[src/hdl/pin_function_config_consts.svh]
// Constants for the pin function block: line counts, mode codes, reset values.
// Assumes inclusion by the package and the top module, compiled before both.
// How it works
// - First port has eight lines: input, pull-up input, interrupt input, open-drain, push-pull.
// - Upper four lines of the first port may also be analog inputs.
// - Without stop control, second port lines offer every mode including analog.
// - With stop control, second port line zero is always open-drain when driving.
// - Third port has four lines offering every mode without stop control.
// - With stop control, third port top line is always open-drain when driving.
// - A parameter removes the third port and upper first-port lines for small packages.
// - Non-maskable interrupt is sampled on clock_i through two flops and caught on a falling edge, never masked.
// - Low level on the reset pin restarts the device from reset state.
// - Timer pin as input feeds the prescaler as external clock or gate.
// - Timer pin as output drives the programmed data bit on each time-out.
`ifndef PIN_FUNCTION_CONFIG_CONSTS_SVH
`define PIN_FUNCTION_CONFIG_CONSTS_SVH

`define PORT_ONE_WIDTH   8
`define PORT_TWO_WIDTH   8
`define PORT_THREE_WIDTH 4
`define PORT_ONE_HIGH_LO 4
`define PORT_TWO_ZERO    0
`define PORT_THREE_TOP   3
`define MODE_WIDTH       3

// Per-line mode codes
`define MODE_IN_FLOAT   3'h0
`define MODE_IN_PULLUP  3'h1
`define MODE_IN_IRQ     3'h2
`define MODE_OUT_OD     3'h3
`define MODE_OUT_PP     3'h4
`define MODE_ANALOG     3'h5

`define ZERO8 8'h00
`define ZERO4 4'h0

`endif

[src/hdl/pin_function_config_pkg.sv]
// Types shared by the pin function block.
// Assumes the constants header is on the include path.
`include "pin_function_config_consts.svh"

package pin_function_config_pkg;

  typedef logic [`MODE_WIDTH-1:0] line_mode_t;

  // Per-port pad controls travel together
  typedef struct packed {
    logic [`PORT_ONE_WIDTH-1:0] out;
    logic [`PORT_ONE_WIDTH-1:0] oe;
    logic [`PORT_ONE_WIDTH-1:0] pull;
    logic [`PORT_ONE_WIDTH-1:0] ana;
    logic [`PORT_ONE_WIDTH-1:0] din;
    logic [`PORT_ONE_WIDTH-1:0] irq;
  } pad8_t;

  typedef struct packed {
    logic [`PORT_THREE_WIDTH-1:0] out;
    logic [`PORT_THREE_WIDTH-1:0] oe;
    logic [`PORT_THREE_WIDTH-1:0] pull;
    logic [`PORT_THREE_WIDTH-1:0] ana;
    logic [`PORT_THREE_WIDTH-1:0] din;
    logic [`PORT_THREE_WIDTH-1:0] irq;
  } pad4_t;

  typedef struct packed {
    pad8_t p1;
    pad8_t p2;
    pad4_t p3;
    logic  nmi_s1;
    logic  nmi_prev;
    logic  nmi_pend;
    logic  tmr_ext;
    logic  tmr_out;
    logic  tmr_oe;
    logic  test_mode;
  } state_t;

endpackage : pin_function_config_pkg

[src/hdl/pin_function_config.sv]
// Pad control for three general-purpose ports plus reset, NMI, timer and test pins.
// Assumes the core supplies per-line mode codes and output data synchronous to clock_i.
`timescale 1ns/1ps
`include "pin_function_config_consts.svh"

module pin_function_config
  import pin_function_config_pkg::*;
#(
  parameter bit STOP_CTRL_OPTION = 1'b0, // Build-time stop control option
  parameter bit LARGE_PACKAGE    = 1'b1  // Zero drops third port and upper first-port lines
) (
  input  wire logic                                  clock_i,        // Core clock
  input  wire logic                                  rst_i,          // System reset, high
  input  wire logic                                  reset_pin_n_i,  // External reset pin, low
  input  wire logic [`PORT_ONE_WIDTH*`MODE_WIDTH-1:0]   p1_mode_i,   // First port modes
  input  wire logic [`PORT_TWO_WIDTH*`MODE_WIDTH-1:0]   p2_mode_i,   // Second port modes
  input  wire logic [`PORT_THREE_WIDTH*`MODE_WIDTH-1:0] p3_mode_i,   // Third port modes
  input  wire logic [`PORT_ONE_WIDTH-1:0]            p1_data_i,      // First port out data
  input  wire logic [`PORT_TWO_WIDTH-1:0]            p2_data_i,      // Second port out data
  input  wire logic [`PORT_THREE_WIDTH-1:0]          p3_data_i,      // Third port out data
  input  wire logic [`PORT_ONE_WIDTH-1:0]            p1_pin_i,       // First port pad in
  input  wire logic [`PORT_TWO_WIDTH-1:0]            p2_pin_i,       // Second port pad in
  input  wire logic [`PORT_THREE_WIDTH-1:0]          p3_pin_i,       // Third port pad in
  input  wire logic                                  nmi_pin_i,      // NMI pad
  input  wire logic                                  nmi_ack_i,      // Core took NMI
  input  wire logic                                  timer_out_mode_i, // Timer pin as output
  input  wire logic                                  timer_timeout_i,  // Counter time-out pulse
  input  wire logic                                  timer_data_bit_i, // Programmed data bit
  input  wire logic                                  timer_pin_i,    // Timer pad in
  input  wire logic                                  test_pin_i,     // Test strap
  output logic      [`PORT_ONE_WIDTH-1:0]            p1_out_o,       // First port pad out
  output logic      [`PORT_ONE_WIDTH-1:0]            p1_oe_o,        // First port drive enable
  output logic      [`PORT_ONE_WIDTH-1:0]            p1_pull_o,      // First port pull-up
  output logic      [`PORT_ONE_WIDTH-1:0]            p1_ana_o,       // First port analog sel
  output logic      [`PORT_ONE_WIDTH-1:0]            p1_din_o,       // First port read data
  output logic      [`PORT_ONE_WIDTH-1:0]            p1_irq_o,       // First port irq level
  output logic      [`PORT_TWO_WIDTH-1:0]            p2_out_o,       // Second port pad out
  output logic      [`PORT_TWO_WIDTH-1:0]            p2_oe_o,        // Second port drive enable
  output logic      [`PORT_TWO_WIDTH-1:0]            p2_pull_o,      // Second port pull-up
  output logic      [`PORT_TWO_WIDTH-1:0]            p2_ana_o,       // Second port analog sel
  output logic      [`PORT_TWO_WIDTH-1:0]            p2_din_o,       // Second port read data
  output logic      [`PORT_TWO_WIDTH-1:0]            p2_irq_o,       // Second port irq level
  output logic      [`PORT_THREE_WIDTH-1:0]          p3_out_o,       // Third port pad out
  output logic      [`PORT_THREE_WIDTH-1:0]          p3_oe_o,        // Third port drive enable
  output logic      [`PORT_THREE_WIDTH-1:0]          p3_pull_o,      // Third port pull-up
  output logic      [`PORT_THREE_WIDTH-1:0]          p3_ana_o,       // Third port analog sel
  output logic      [`PORT_THREE_WIDTH-1:0]          p3_din_o,       // Third port read data
  output logic      [`PORT_THREE_WIDTH-1:0]          p3_irq_o,       // Third port irq level
  output logic                                       nmi_req_o,      // NMI pending, level
  output logic                                       timer_ext_o,    // Pin to prescaler
  output logic                                       timer_out_o,    // Timer pad out
  output logic                                       timer_oe_o,     // Timer pad drive enable
  output logic                                       test_mode_o     // Non-user mode seen
);

  // ----------------------------------------------------------------
  // Line decode
  // ----------------------------------------------------------------
  // One pad's controls: out, oe, pull, analog, din, irq as six bits
  function automatic logic [5:0] decode_line(input line_mode_t mode, input logic data,
                                             input logic pin, input logic ana_ok,
                                             input logic force_od, input logic present);
    logic od;
    logic [5:0] r;
    r  = 6'h00;
    od = (mode == `MODE_OUT_OD) || (force_od && mode == `MODE_OUT_PP);
    if (present) begin
      unique case (mode)
        `MODE_IN_FLOAT:  r = {4'h0, pin, 1'b0};
        `MODE_IN_PULLUP: r = {2'h0, 1'b1, 1'b0, pin, 1'b0};
        `MODE_IN_IRQ:    r = {2'h0, 1'b1, 1'b0, pin, ~pin};          // Low level requests
        `MODE_OUT_OD,
        `MODE_OUT_PP:    r = od ? {1'b0, ~data, 2'h0, pin, 1'b0}     // Drive low only
                                : {data, 1'b1, 2'h0, pin, 1'b0};
        `MODE_ANALOG:    r = ana_ok ? 6'h04 : {4'h0, pin, 1'b0};      // Digital read off
        default:         r = {4'h0, pin, 1'b0};                        // Unused codes float
      endcase
    end
    return r;
  endfunction : decode_line

  state_t s_q;
  state_t s_d;
  logic [5:0] l1 [`PORT_ONE_WIDTH];
  logic [5:0] l2 [`PORT_TWO_WIDTH];
  logic [5:0] l3 [`PORT_THREE_WIDTH];

  // Pin reset joins the system reset; a glitch-free pad is assumed
  wire logic any_rst = rst_i | ~reset_pin_n_i;

  // ----------------------------------------------------------------
  // Per-line decode, one generate per port
  // ----------------------------------------------------------------
  genvar g;
  generate
    for (g = 0; g < `PORT_ONE_WIDTH; g++) begin : g_p1
      localparam bit HIGH = (g >= `PORT_ONE_HIGH_LO);
      assign l1[g] = decode_line(line_mode_t'(p1_mode_i[g*`MODE_WIDTH +: `MODE_WIDTH]),
                                 p1_data_i[g], p1_pin_i[g], HIGH,
                                 1'b0, !HIGH || LARGE_PACKAGE);
    end
    for (g = 0; g < `PORT_TWO_WIDTH; g++) begin : g_p2
      localparam bit FOD = STOP_CTRL_OPTION && (g == `PORT_TWO_ZERO);
      assign l2[g] = decode_line(line_mode_t'(p2_mode_i[g*`MODE_WIDTH +: `MODE_WIDTH]),
                                 p2_data_i[g], p2_pin_i[g], 1'b1, FOD, 1'b1);
    end
    for (g = 0; g < `PORT_THREE_WIDTH; g++) begin : g_p3
      localparam bit FOD = STOP_CTRL_OPTION && (g == `PORT_THREE_TOP);
      assign l3[g] = decode_line(line_mode_t'(p3_mode_i[g*`MODE_WIDTH +: `MODE_WIDTH]),
                                 p3_data_i[g], p3_pin_i[g], 1'b1, FOD,
                                 LARGE_PACKAGE);
    end
  endgenerate

  // ----------------------------------------------------------------
  // Next state
  // ----------------------------------------------------------------
  // Timer pad only drives in output mode and holds the bit between time-outs
  always_comb begin
    s_d = s_q;
    for (int i = 0; i < `PORT_ONE_WIDTH; i++) begin
      {s_d.p1.out[i], s_d.p1.oe[i], s_d.p1.pull[i], s_d.p1.ana[i], s_d.p1.din[i], s_d.p1.irq[i]} = l1[i];
    end
    for (int i = 0; i < `PORT_TWO_WIDTH; i++) begin
      {s_d.p2.out[i], s_d.p2.oe[i], s_d.p2.pull[i], s_d.p2.ana[i], s_d.p2.din[i], s_d.p2.irq[i]} = l2[i];
    end
    for (int i = 0; i < `PORT_THREE_WIDTH; i++) begin
      {s_d.p3.out[i], s_d.p3.oe[i], s_d.p3.pull[i], s_d.p3.ana[i], s_d.p3.din[i], s_d.p3.irq[i]} = l3[i];
    end
    // NMI falling edge sets pending; set beats a same-cycle acknowledge
    s_d.nmi_s1   = nmi_pin_i;
    s_d.nmi_prev = s_q.nmi_s1;
    if (s_q.nmi_prev && !s_q.nmi_s1) begin
      s_d.nmi_pend = 1'b1;
    end else if (nmi_ack_i) begin
      s_d.nmi_pend = 1'b0;
    end
    s_d.tmr_ext = timer_out_mode_i ? 1'b0 : timer_pin_i;
    s_d.tmr_oe  = timer_out_mode_i;
    if (timer_out_mode_i && timer_timeout_i) begin
      s_d.tmr_out = timer_data_bit_i;
    end
    s_d.test_mode = test_pin_i;
  end

  // ----------------------------------------------------------------
  // State register
  // ----------------------------------------------------------------
  // NMI idles high, so the history starts high to avoid a false edge
  always_ff @(posedge clock_i or posedge any_rst) begin
    if (any_rst) begin
      s_q          <= '0;
      s_q.nmi_s1   <= 1'b1;
      s_q.nmi_prev <= 1'b1;
    end else begin
      s_q <= s_d;
    end
  end

  assign p1_out_o    = s_q.p1.out;
  assign p1_oe_o     = s_q.p1.oe;
  assign p1_pull_o   = s_q.p1.pull;
  assign p1_ana_o    = s_q.p1.ana;
  assign p1_din_o    = s_q.p1.din;
  assign p1_irq_o    = s_q.p1.irq;
  assign p2_out_o    = s_q.p2.out;
  assign p2_oe_o     = s_q.p2.oe;
  assign p2_pull_o   = s_q.p2.pull;
  assign p2_ana_o    = s_q.p2.ana;
  assign p2_din_o    = s_q.p2.din;
  assign p2_irq_o    = s_q.p2.irq;
  assign p3_out_o    = s_q.p3.out;
  assign p3_oe_o     = s_q.p3.oe;
  assign p3_pull_o   = s_q.p3.pull;
  assign p3_ana_o    = s_q.p3.ana;
  assign p3_din_o    = s_q.p3.din;
  assign p3_irq_o    = s_q.p3.irq;
  assign nmi_req_o   = s_q.nmi_pend;
  assign timer_ext_o = s_q.tmr_ext;
  assign timer_out_o = s_q.tmr_out;
  assign timer_oe_o  = s_q.tmr_oe;
  assign test_mode_o = s_q.test_mode;

endmodule : pin_function_config

[config.mk]
export PLATFORM = sky130hd
export DESIGN_NAME = pin_function_config
export DESIGN_NICKNAME = d
export VERILOG_FILES = /design/src/hdl/pin_function_config_pkg.sv /design/src/hdl/pin_function_config.sv
export VERILOG_INCLUDE_DIRS = /design/src /design/src/hdl
export SDC_FILE = /design/constraint.sdc
export NUM_CORES = 1
export LEC_CHECK = 0
export BUFFER_PORTS_ARGS = -buffer_cell sky130_fd_sc_hd__buf_4
export CAP_MARGIN = 0
export CORE_ASPECT_RATIO = 0.6
export CORE_MARGIN = 2
export CORE_UTILIZATION = 53
export CTS_BUF_LIST = sky130_fd_sc_hd__clkbuf_8
export CTS_CLUSTER_DIAMETER = 100
export DETAILED_ROUTE_END_ITERATION = 7
export GPL_TIMING_DRIVEN = 0
export PLACE_DENSITY = 0.94
export SLEW_MARGIN = 20
export SYNTH_ARGS = -nofsm -noshare
export SYNTH_HDL_FRONTEND = slang
export SYNTH_SLANG_ARGS = --single-unit
export TNS_END_PERCENT = 5
[constraint.sdc]
create_clock -name clock_i -period 16.3 [get_ports clock_i]
set_input_delay 3.26 -clock clock_i [delete_from_list [all_inputs] [get_ports clock_i]]
set_output_delay 3.26 -clock clock_i [all_outputs]
set_load 0.005 [all_outputs]
==> qor.csv, run 1 <==
metric,value,unit
Top delay family on crit path,flip-flops,
Vias/cell,4.69,
Top Ports,235,
Post-synth ARST share,100,%
worst-path cell chain,buf_4 -> buf_4,
CTS Hold Buffers Added,0,
status,finished clean,
Min-Delay Startpoint,s_d[5]$_DFF_PP1_,
CORE AREA,9770,um2
final worst slack,11.95,ns
Final GP Congestion,0.800,
share of cells above drive strength 1,54.6,%
Die Y,81.2,um
Mapped Avg Cell Area,12.0,um2
Post-synth EDFFs,0,
Setup crit end kind,primary output,
CTS tree,yes,
drt first-iter violations,144,
reg-to-reg startpoint,s_q[5]$_DFF_PP1_,
post-CTS sizing,0,
Crit Path Max Fanout,1,
setup bufs post-CTS,0,
worst r2r path cells,2,
Hold Crit Class,flip-flop to flip-flop,
Worst Skew,0.00429,ns
clk sinks,123,
Worst-path clk slew,0.07,ns
critical path's slowest cell,dfrtp_1,
startpoint types,flip-flop,
Worst-Skew Late Latency,0.42,ns
Final Cycle Share,26.7,%
die area,10800,um2
number of global-route vias before repair,4039,
Final Critical Period,4.35,ns
critical path type,flip-flop to primary output,
Max Cap Viol,0,
routed vias,3962,
first-pass GRT wire length,19700,um
Hold Path Cell Cnt,0,
GRT overflow,0,
Initial DRT Pass Iterations,4,
adder-cell area share of the yosys netlist,0,%
CTS Buf Count,17,
post-synthesis compound-gate area fraction,2.59,%
post-synthesis mux area share,0.214,%
Total GRT Usage,24.2,%
worst reg-to-reg setup slack,15.53,ns
RSZ-0062 raised after global routing,no,
H-tree depth,4,
"Area growth, synth to finish",47.0,%
Nets,806,
WP buf/inv,2,
Final Hold Viols,0,
yosys warns,0,
leakage,4.22,nW
ANT nets after route,0,
Final Setup Violations,0,
port buffer count,230,
Starting Density,53.9,%
Min-Delay Endpoint,s_q[5]$_DFF_PP1_,
row cnt,28,
ys flop type,dfrtp_1,
antenna violations before repair,0,
f_max,230,MHz
Hold Worst Slack,0.381,ns
Synth Register Bits,123,
critical path's largest stage delay,0.40,ns
CP arrival,1.09,ns
mean routed wirelength per cell,15.4,um
"Seq/Total Area, Yosys",58.5,%
Fillers,591,
Post-Synth XOR/XNOR Area,3.32,%
"worst slack, placed",12.08,ns
Worst path most repeated cell,buf_4,
largest net degree at the start of global routing,29,
synthesized area,5270,um2
Residual DRC,0,
Mapped Cells,439,
power density over the cells,94.0,nW/um2
Worst EP required,13.04,ns
setup TNS,0,ns
Routed WL,13000,um
# diodes,0,
Final Util,79.3,%
CTS Root Cell,clkbuf_8,
CTS max path bufs,2,
final-report max-slew violation count,0,
unique cell type count in the Yosys netlist,20,
DP HPWL,9940,um
Die X-Extent,133,um
largest family of logic cells by synthesized area,simple AND/OR/NAND/NOR gates,
Simple-Gate Fraction of Synth Area,18.1,%
Worst VDD drop,70.5,uV
worst reg2reg endpoint,nmi_req_o$_DFFE_PP0P_,
==> cell usage in the layout, fill, tap and decap left out, drive strengths merged <==
| master | netlist | layout |
|---|---|---|
| nor2 | 24 | 24 |
| o22ai | 17 | 17 |
| nor3 | 16 | 16 |
| and3 | 4 | 4 |
| inv | 2 | 6 |
| nor3b | 16 | 16 |
| conb | 1 | 4 |
| nor2b | 18 | 18 |
| dfstp | 2 | 2 |
| nor4bb | 1 | 1 |
| clkbuf | 0 | 21 |
| nand2 | 1 | 1 |
| mux2 | 1 | 1 |
| buf | 120 | 355 |
| and4bb | 3 | 3 |
| bufinv | 0 | 4 |
| and3b | 16 | 16 |
| dfrtp | 121 | 121 |
| a21o | 4 | 4 |
| clkinv | 0 | 2 |
| clkinvlp | 0 | 1 |
| nor4b | 4 | 4 |
| xnor2 | 20 | 20 |
| nand2b | 48 | 48 |
==> worst max path at each step <==
stage,from,to,slack (ns),cells past startpoint
floorplan,rst_i,nmi_req_o$_DFFE_PP0P_,5.30,1
global placement,reset_pin_n_i,p2_ana_o[5]$_DFF_PP0_,2.86,2
detailed placement,rst_i,p1_pull_o[4]$_DFF_PP0_,12.08,5
finish,p1_irq_o[5]$_DFF_PP0_,p1_irq_o[5],11.95,2
CTS,p1_irq_o[5]$_DFF_PP0_,p1_irq_o[5],11.92,2
global route,p1_irq_o[5]$_DFF_PP0_,p1_irq_o[5],11.91,2
==> where the power goes <==
part           total [mW]  switching (mW)  internal, mW
Sequential          0.325         0.00522         0.320
Combinational       0.109          0.0415        0.0673
Clock               0.294           0.114         0.180
Total               0.729           0.161         0.568
==> cell families (layout without fill, tap and decap cells) <==
logic type	after synthesis	after routing
and+or+nand+nor	151	151
DFF	123	123
buffers and inverters	122	389
AOI/OAI and AO/OA	21	21
xor gates and xnor gates	20	20
other	1	4
muxes	1	1
==> layer usage <==
metal	wire [um]	global-route usage, %	up-vias	share of wire [%]
met5	0	0	-	0
met4	284	10.3	0	2.2
met3	1060	9.30	26	8.2
met2	7080	45.6	167	54
met1	4580	24.5	1935	35
li1	-	-	1834	-
==> layout make-up <==
cell class	count	area [um2]	share of cell area [%]
repair buffers	235	1850	23.9
inverters	2	7.51	0.0969
plain buffers	120	901	11.6
clock buffers	21	289	3.73
well taps	135	169	2.18
flip-flops and latches	123	3080	39.8
clock inverters	11	153	1.97
multi-input cells	197	1300	16.8
==> through the flow <==
| step | cell area, um2 | instances | total power, mW |
|---|---|---|---|
| 5_1_grt | 7750 | 844 | 0.756 |
| 6_report | 7750 | 844 | 0.729 |
| 4_1_cts | 7750 | 844 | 0.735 |
| 3_5_place_dp | 7310 | 812 | 0.440 |
| 2_1_floorplan | 5280 | 442 | 0.376 |
| 3_3_place_gp | 7180 | 807 | 0.430 |
==> cells in the mapped netlist, types with 3 or more instances <==
cell type,number,share of area (%)
buf_4,120,17
nor4b_1,4,0.66
dfrtp_1,121,57
nand2b_1,48,5.7
and4bb_1,3,0.71
nor3_1,16,1.5
and3b_1,16,2.7
nor2b_1,18,2.1
and3_1,4,0.47
o22ai_1,17,2.0
a21o_1,4,0.57
nor3b_1,16,2.3
xnor2_1,20,3.3
nor2_1,24,1.7
Power figures use the tool's default switching activity.
==> inputs of run 2 (changes only) <==
--- a/config.mk
+++ b/config.mk
@@ -6,16 +6,17 @@
 export SDC_FILE = /design/constraint.sdc
 export NUM_CORES = 1
 export LEC_CHECK = 0
+export ABC_AREA = 1
 export BUFFER_PORTS_ARGS = -buffer_cell sky130_fd_sc_hd__buf_4
 export CAP_MARGIN = 0
 export CORE_ASPECT_RATIO = 0.6
 export CORE_MARGIN = 2
-export CORE_UTILIZATION = 53
+export CORE_UTILIZATION = 49
 export CTS_BUF_LIST = sky130_fd_sc_hd__clkbuf_8
 export CTS_CLUSTER_DIAMETER = 100
 export DETAILED_ROUTE_END_ITERATION = 7
 export GPL_TIMING_DRIVEN = 0
-export PLACE_DENSITY = 0.94
+export PLACE_DENSITY = 0.88
 export SLEW_MARGIN = 20
 export SYNTH_ARGS = -nofsm -noshare
 export SYNTH_HDL_FRONTEND = slang
==> constraint.sdc (replaced) <==
create_clock -name clock_i -period 4.3 [get_ports clock_i]
set_input_delay 0.86 -clock clock_i [delete_from_list [all_inputs] [get_ports clock_i]]
set_output_delay 0.86 -clock clock_i [all_outputs]
set_load 0.005 [all_outputs]
==> qor.csv, run 2 <==
metric,value,unit,change
most common cell in the netlist,dfrtp_1,,
Worst-Skew Late Latency,0.41,ns,about the same
Min-Delay Endpoint,s_q[5]$_DFF_PP1_,,
CORE AREA,10700,um2,+9.5%
Hold Crit Class,flip-flop to flip-flop,,
number of global-route vias before repair,4406,,+9.1%
post-synthesis compound-gate area fraction,0.0915,%,-2.5 points
ys flop type,dfrtp_1,,
Final Critical Period,1.93,ns,
Final Setup Violations,0,,unchanged
dpl cells,987,,+22%
Final Cycle Share,44.8,%,
CTS Hold Buffers Added,0,,unchanged
Flop pwr share,47.1,%,+2.4 points
CTS Root Cell,clkbuf_8,,
startpoint types,flip-flop,,
Max Cap Viol,0,,unchanged
"Seq/Total Area, Yosys",56.3,%,-2.2 points
Final Hold Viols,0,,unchanged
H-tree depth,4,,unchanged
Psw,0.609,mW,+280%
post-synth top area share,55.3,%,-2.1 points
final-report max-slew violation count,0,,unchanged
Hold Path Cell Cnt,0,,unchanged
Synth area leaders,"dfrtp_1 55%, buf_4 16%, inv_1 7.7%",,
leakage,4.98,nW,+18%
port buffer count,230,,unchanged
f_max,519,MHz,
Post-synth EDFFs,0,,unchanged
DP HPWL,9880,um,-0.67%
P_int,2.00,mW,+250%
setup TNS,0,ns,unchanged
ANT nets after route,0,,unchanged
Worst VDD drop,253,uV,+260%
Setup crit end kind,primary output,,
Final GP Congestion,0.788,,-1.5%
Mapped Cells,610,,+39%
die area,12100,um2,+12%
Final Util,73.7,%,-5.6 points
Routed WL,12300,um,-5.2%
mean routed wirelength per cell,12.1,um,-21%
"commonest non-fill, non-tap cell in the layout",buf_4,,
Nets,977,,+21%
Mapped Avg Cell Area,8.97,um2,-25%
yosys warns,0,,unchanged
reg-to-reg startpoint,s_d[5]$_DFF_PP1_,,
Worst EP required,3.44,ns,-9.60 ns
routed vias,4381,,+11%
share of cells above drive strength 1,44.6,%,-10 points
Crit Path Max Fanout,1,,unchanged
RSZ-0062 raised after global routing,no,,
CTS max path bufs,2,,unchanged
post-CTS sizing,0,,unchanged
area of the multi-input gates,1090,um2,-16%
Initial DRT Pass Iterations,4,,unchanged
register area,3080,um2,unchanged
CTS Buf Count,17,,unchanged
highest-count cells in the layout ignoring fill and taps,"350 x buf_4, 121 x dfrtp_1, 117 x inv_1",,
Top Ports,235,,unchanged
Simple-Gate Fraction of Synth Area,19.4,%,+1.3 points
row cnt,29,,+3.6%
Die X-Extent,140,um,+5.8%
first-pass GRT wire length,20200,um,+2.3%
"Area growth, synth to finish",44.2,%,
Worst-path clk slew,0.07,ns,about the same
critical path type,flip-flop to primary output,,
Comb power frac,15.3,%,+0.4 points
# diodes,0,,unchanged
Residual DRC,0,,unchanged
Post-Synth XOR/XNOR Area,0,%,-3.3 points
GRT overflow,0,,unchanged
Total GRT Usage,21.7,%,-2.5 points
Clock power frac,37.6,%,-2.8 points
CTS tree,yes,,
post-synthesis mux area share,0,%,-0.21 points
Post-synth top cells,"121 x dfrtp_1, 120 x buf_4, 112 x inv_1, 110 x nand2_1, 86 x nor2_1",,
worst r2r path cells,3,,+1
power density over the cells,330,nW/um2,+250%
unique cell type count in the Yosys netlist,11,,-45%
largest family of logic cells by synthesized area,buffers and inverters,,
drt first-iter violations,131,,-9.0%
adder-cell area share of the yosys netlist,0,%,unchanged
worst reg-to-reg setup slack,3.47,ns,-12.06 ns
Vias/cell,4.30,,-8.3%
Synth Register Bits,123,,unchanged
largest net degree at the start of global routing,28,,-3.4%
clk sinks,123,,unchanged
antenna violations before repair,0,,unchanged
Min-Delay Startpoint,s_d[5]$_DFF_PP1_,,
Starting Density,51.1,%,-2.8 points
synthesized area,5470,um2,+3.8%
status,finished clean,,
CP arrival,1.07,ns,-0.02 ns
"non-filler cells, final",1018,,+21%
worst reg2reg endpoint,nmi_req_o$_DFFE_PP0P_,,
Fillers,777,,+31%
Post-synth ARST share,100,%,unchanged
setup bufs post-CTS,0,,unchanged
switch share,23.3,%,+1.3 points
Die Y,85.9,um,+5.7%
dominant cell type by area after synthesis,dfrtp_1,,
Worst Skew,0.00240,ns,-0.00189 ns
run 2: changes by cell type in the layout (fill, tap and decap cells not counted), moves of 12 or more:
cell	previous run	this run
inv_1	6	117
nand2_1	1	110
nor2_1	24	85
nand2b_1	48	0
nand3_1	0	37
xnor2_1	20	0
nor2b_1	17	0
o22ai_1	17	0
and3b_1	16	0
nor3_1	16	0
nor3b_1	16	0
nand3b_1	0	12
run 2: cell type report:
type | instances | area share [%]
buffer | 120 | 11.4
clock buffer | 17 | 2.97
clock inverter | 14 | 1.79
inverter | 112 | 5.33
multi-input combinational | 258 | 13.8
sequential | 123 | 39.0
tap | 139 | 2.20
timing repair buffer | 235 | 23.4
run 2: cells by family after synthesis:
| kind of cell | Yosys count |
|---|---|
| flops | 123 |
| buf+inv | 232 |
| simple gates | 253 |
| compound gates | 1 |
| other cells | 1 |
run 2: through the flow:
stage                     instance area [um2]  setup slack, ns  hold WS [ns]  power, mW
final                                    7890             2.37         0.374       2.61
after global routing                     7890             2.32         0.381       2.74
after CTS                                7890             2.35         0.377       2.63
after detailed placement                 7510             2.45         0.365       1.65
after global placement                   7390           0.0583         0.356       1.62
after floorplan                          5490             1.04         0.354       1.42
run 2: how the worst max path moves through the flow:
stage	from	end	slack, ns
3_3_place_gp	rst_i	p2_pull_o[2]$_DFF_PP0_	0.06
5_1_grt	p1_pull_o[7]$_DFF_PP0_	p1_pull_o[7]	2.32
6_report	p2_oe_o[7]$_DFF_PP0_	p2_oe_o[7]	2.37
4_1_cts	p2_oe_o[7]$_DFF_PP0_	p2_oe_o[7]	2.35
2_1_floorplan	reset_pin_n_i	nmi_req_o$_DFFE_PP0P_	1.04
3_5_place_dp	reset_pin_n_i	p2_din_o[2]$_DFF_PP0_	2.45
run 2: worst max-delay path, cell delays in order, from the launching register on:
cell and delay [ns]:
dfrtp_1 0.40, buf_4 0.14, buf_4 0.12
run 2: power by group through the flow:
stage          clock network (mW)  registers (mW)  logic [mW]
4_1_cts                      1.00            1.23       0.403
2_1_floorplan                   0            1.25       0.174
5_1_grt                      1.07            1.23       0.442
6_report                    0.981            1.23       0.398
3_5_place_dp                    0            1.25       0.401
3_3_place_gp                    0            1.25       0.374
run 2: metal layers:
metal  vias to the layer above  global-route usage, %  share of wire, %
met1                      2005                   23.4                37
met3                        23                   10.5                11
li1                       2178                      -                 -
met5                         -                      0                 0
met2                       175                   37.5                50
met4                         0                   8.36               2.4
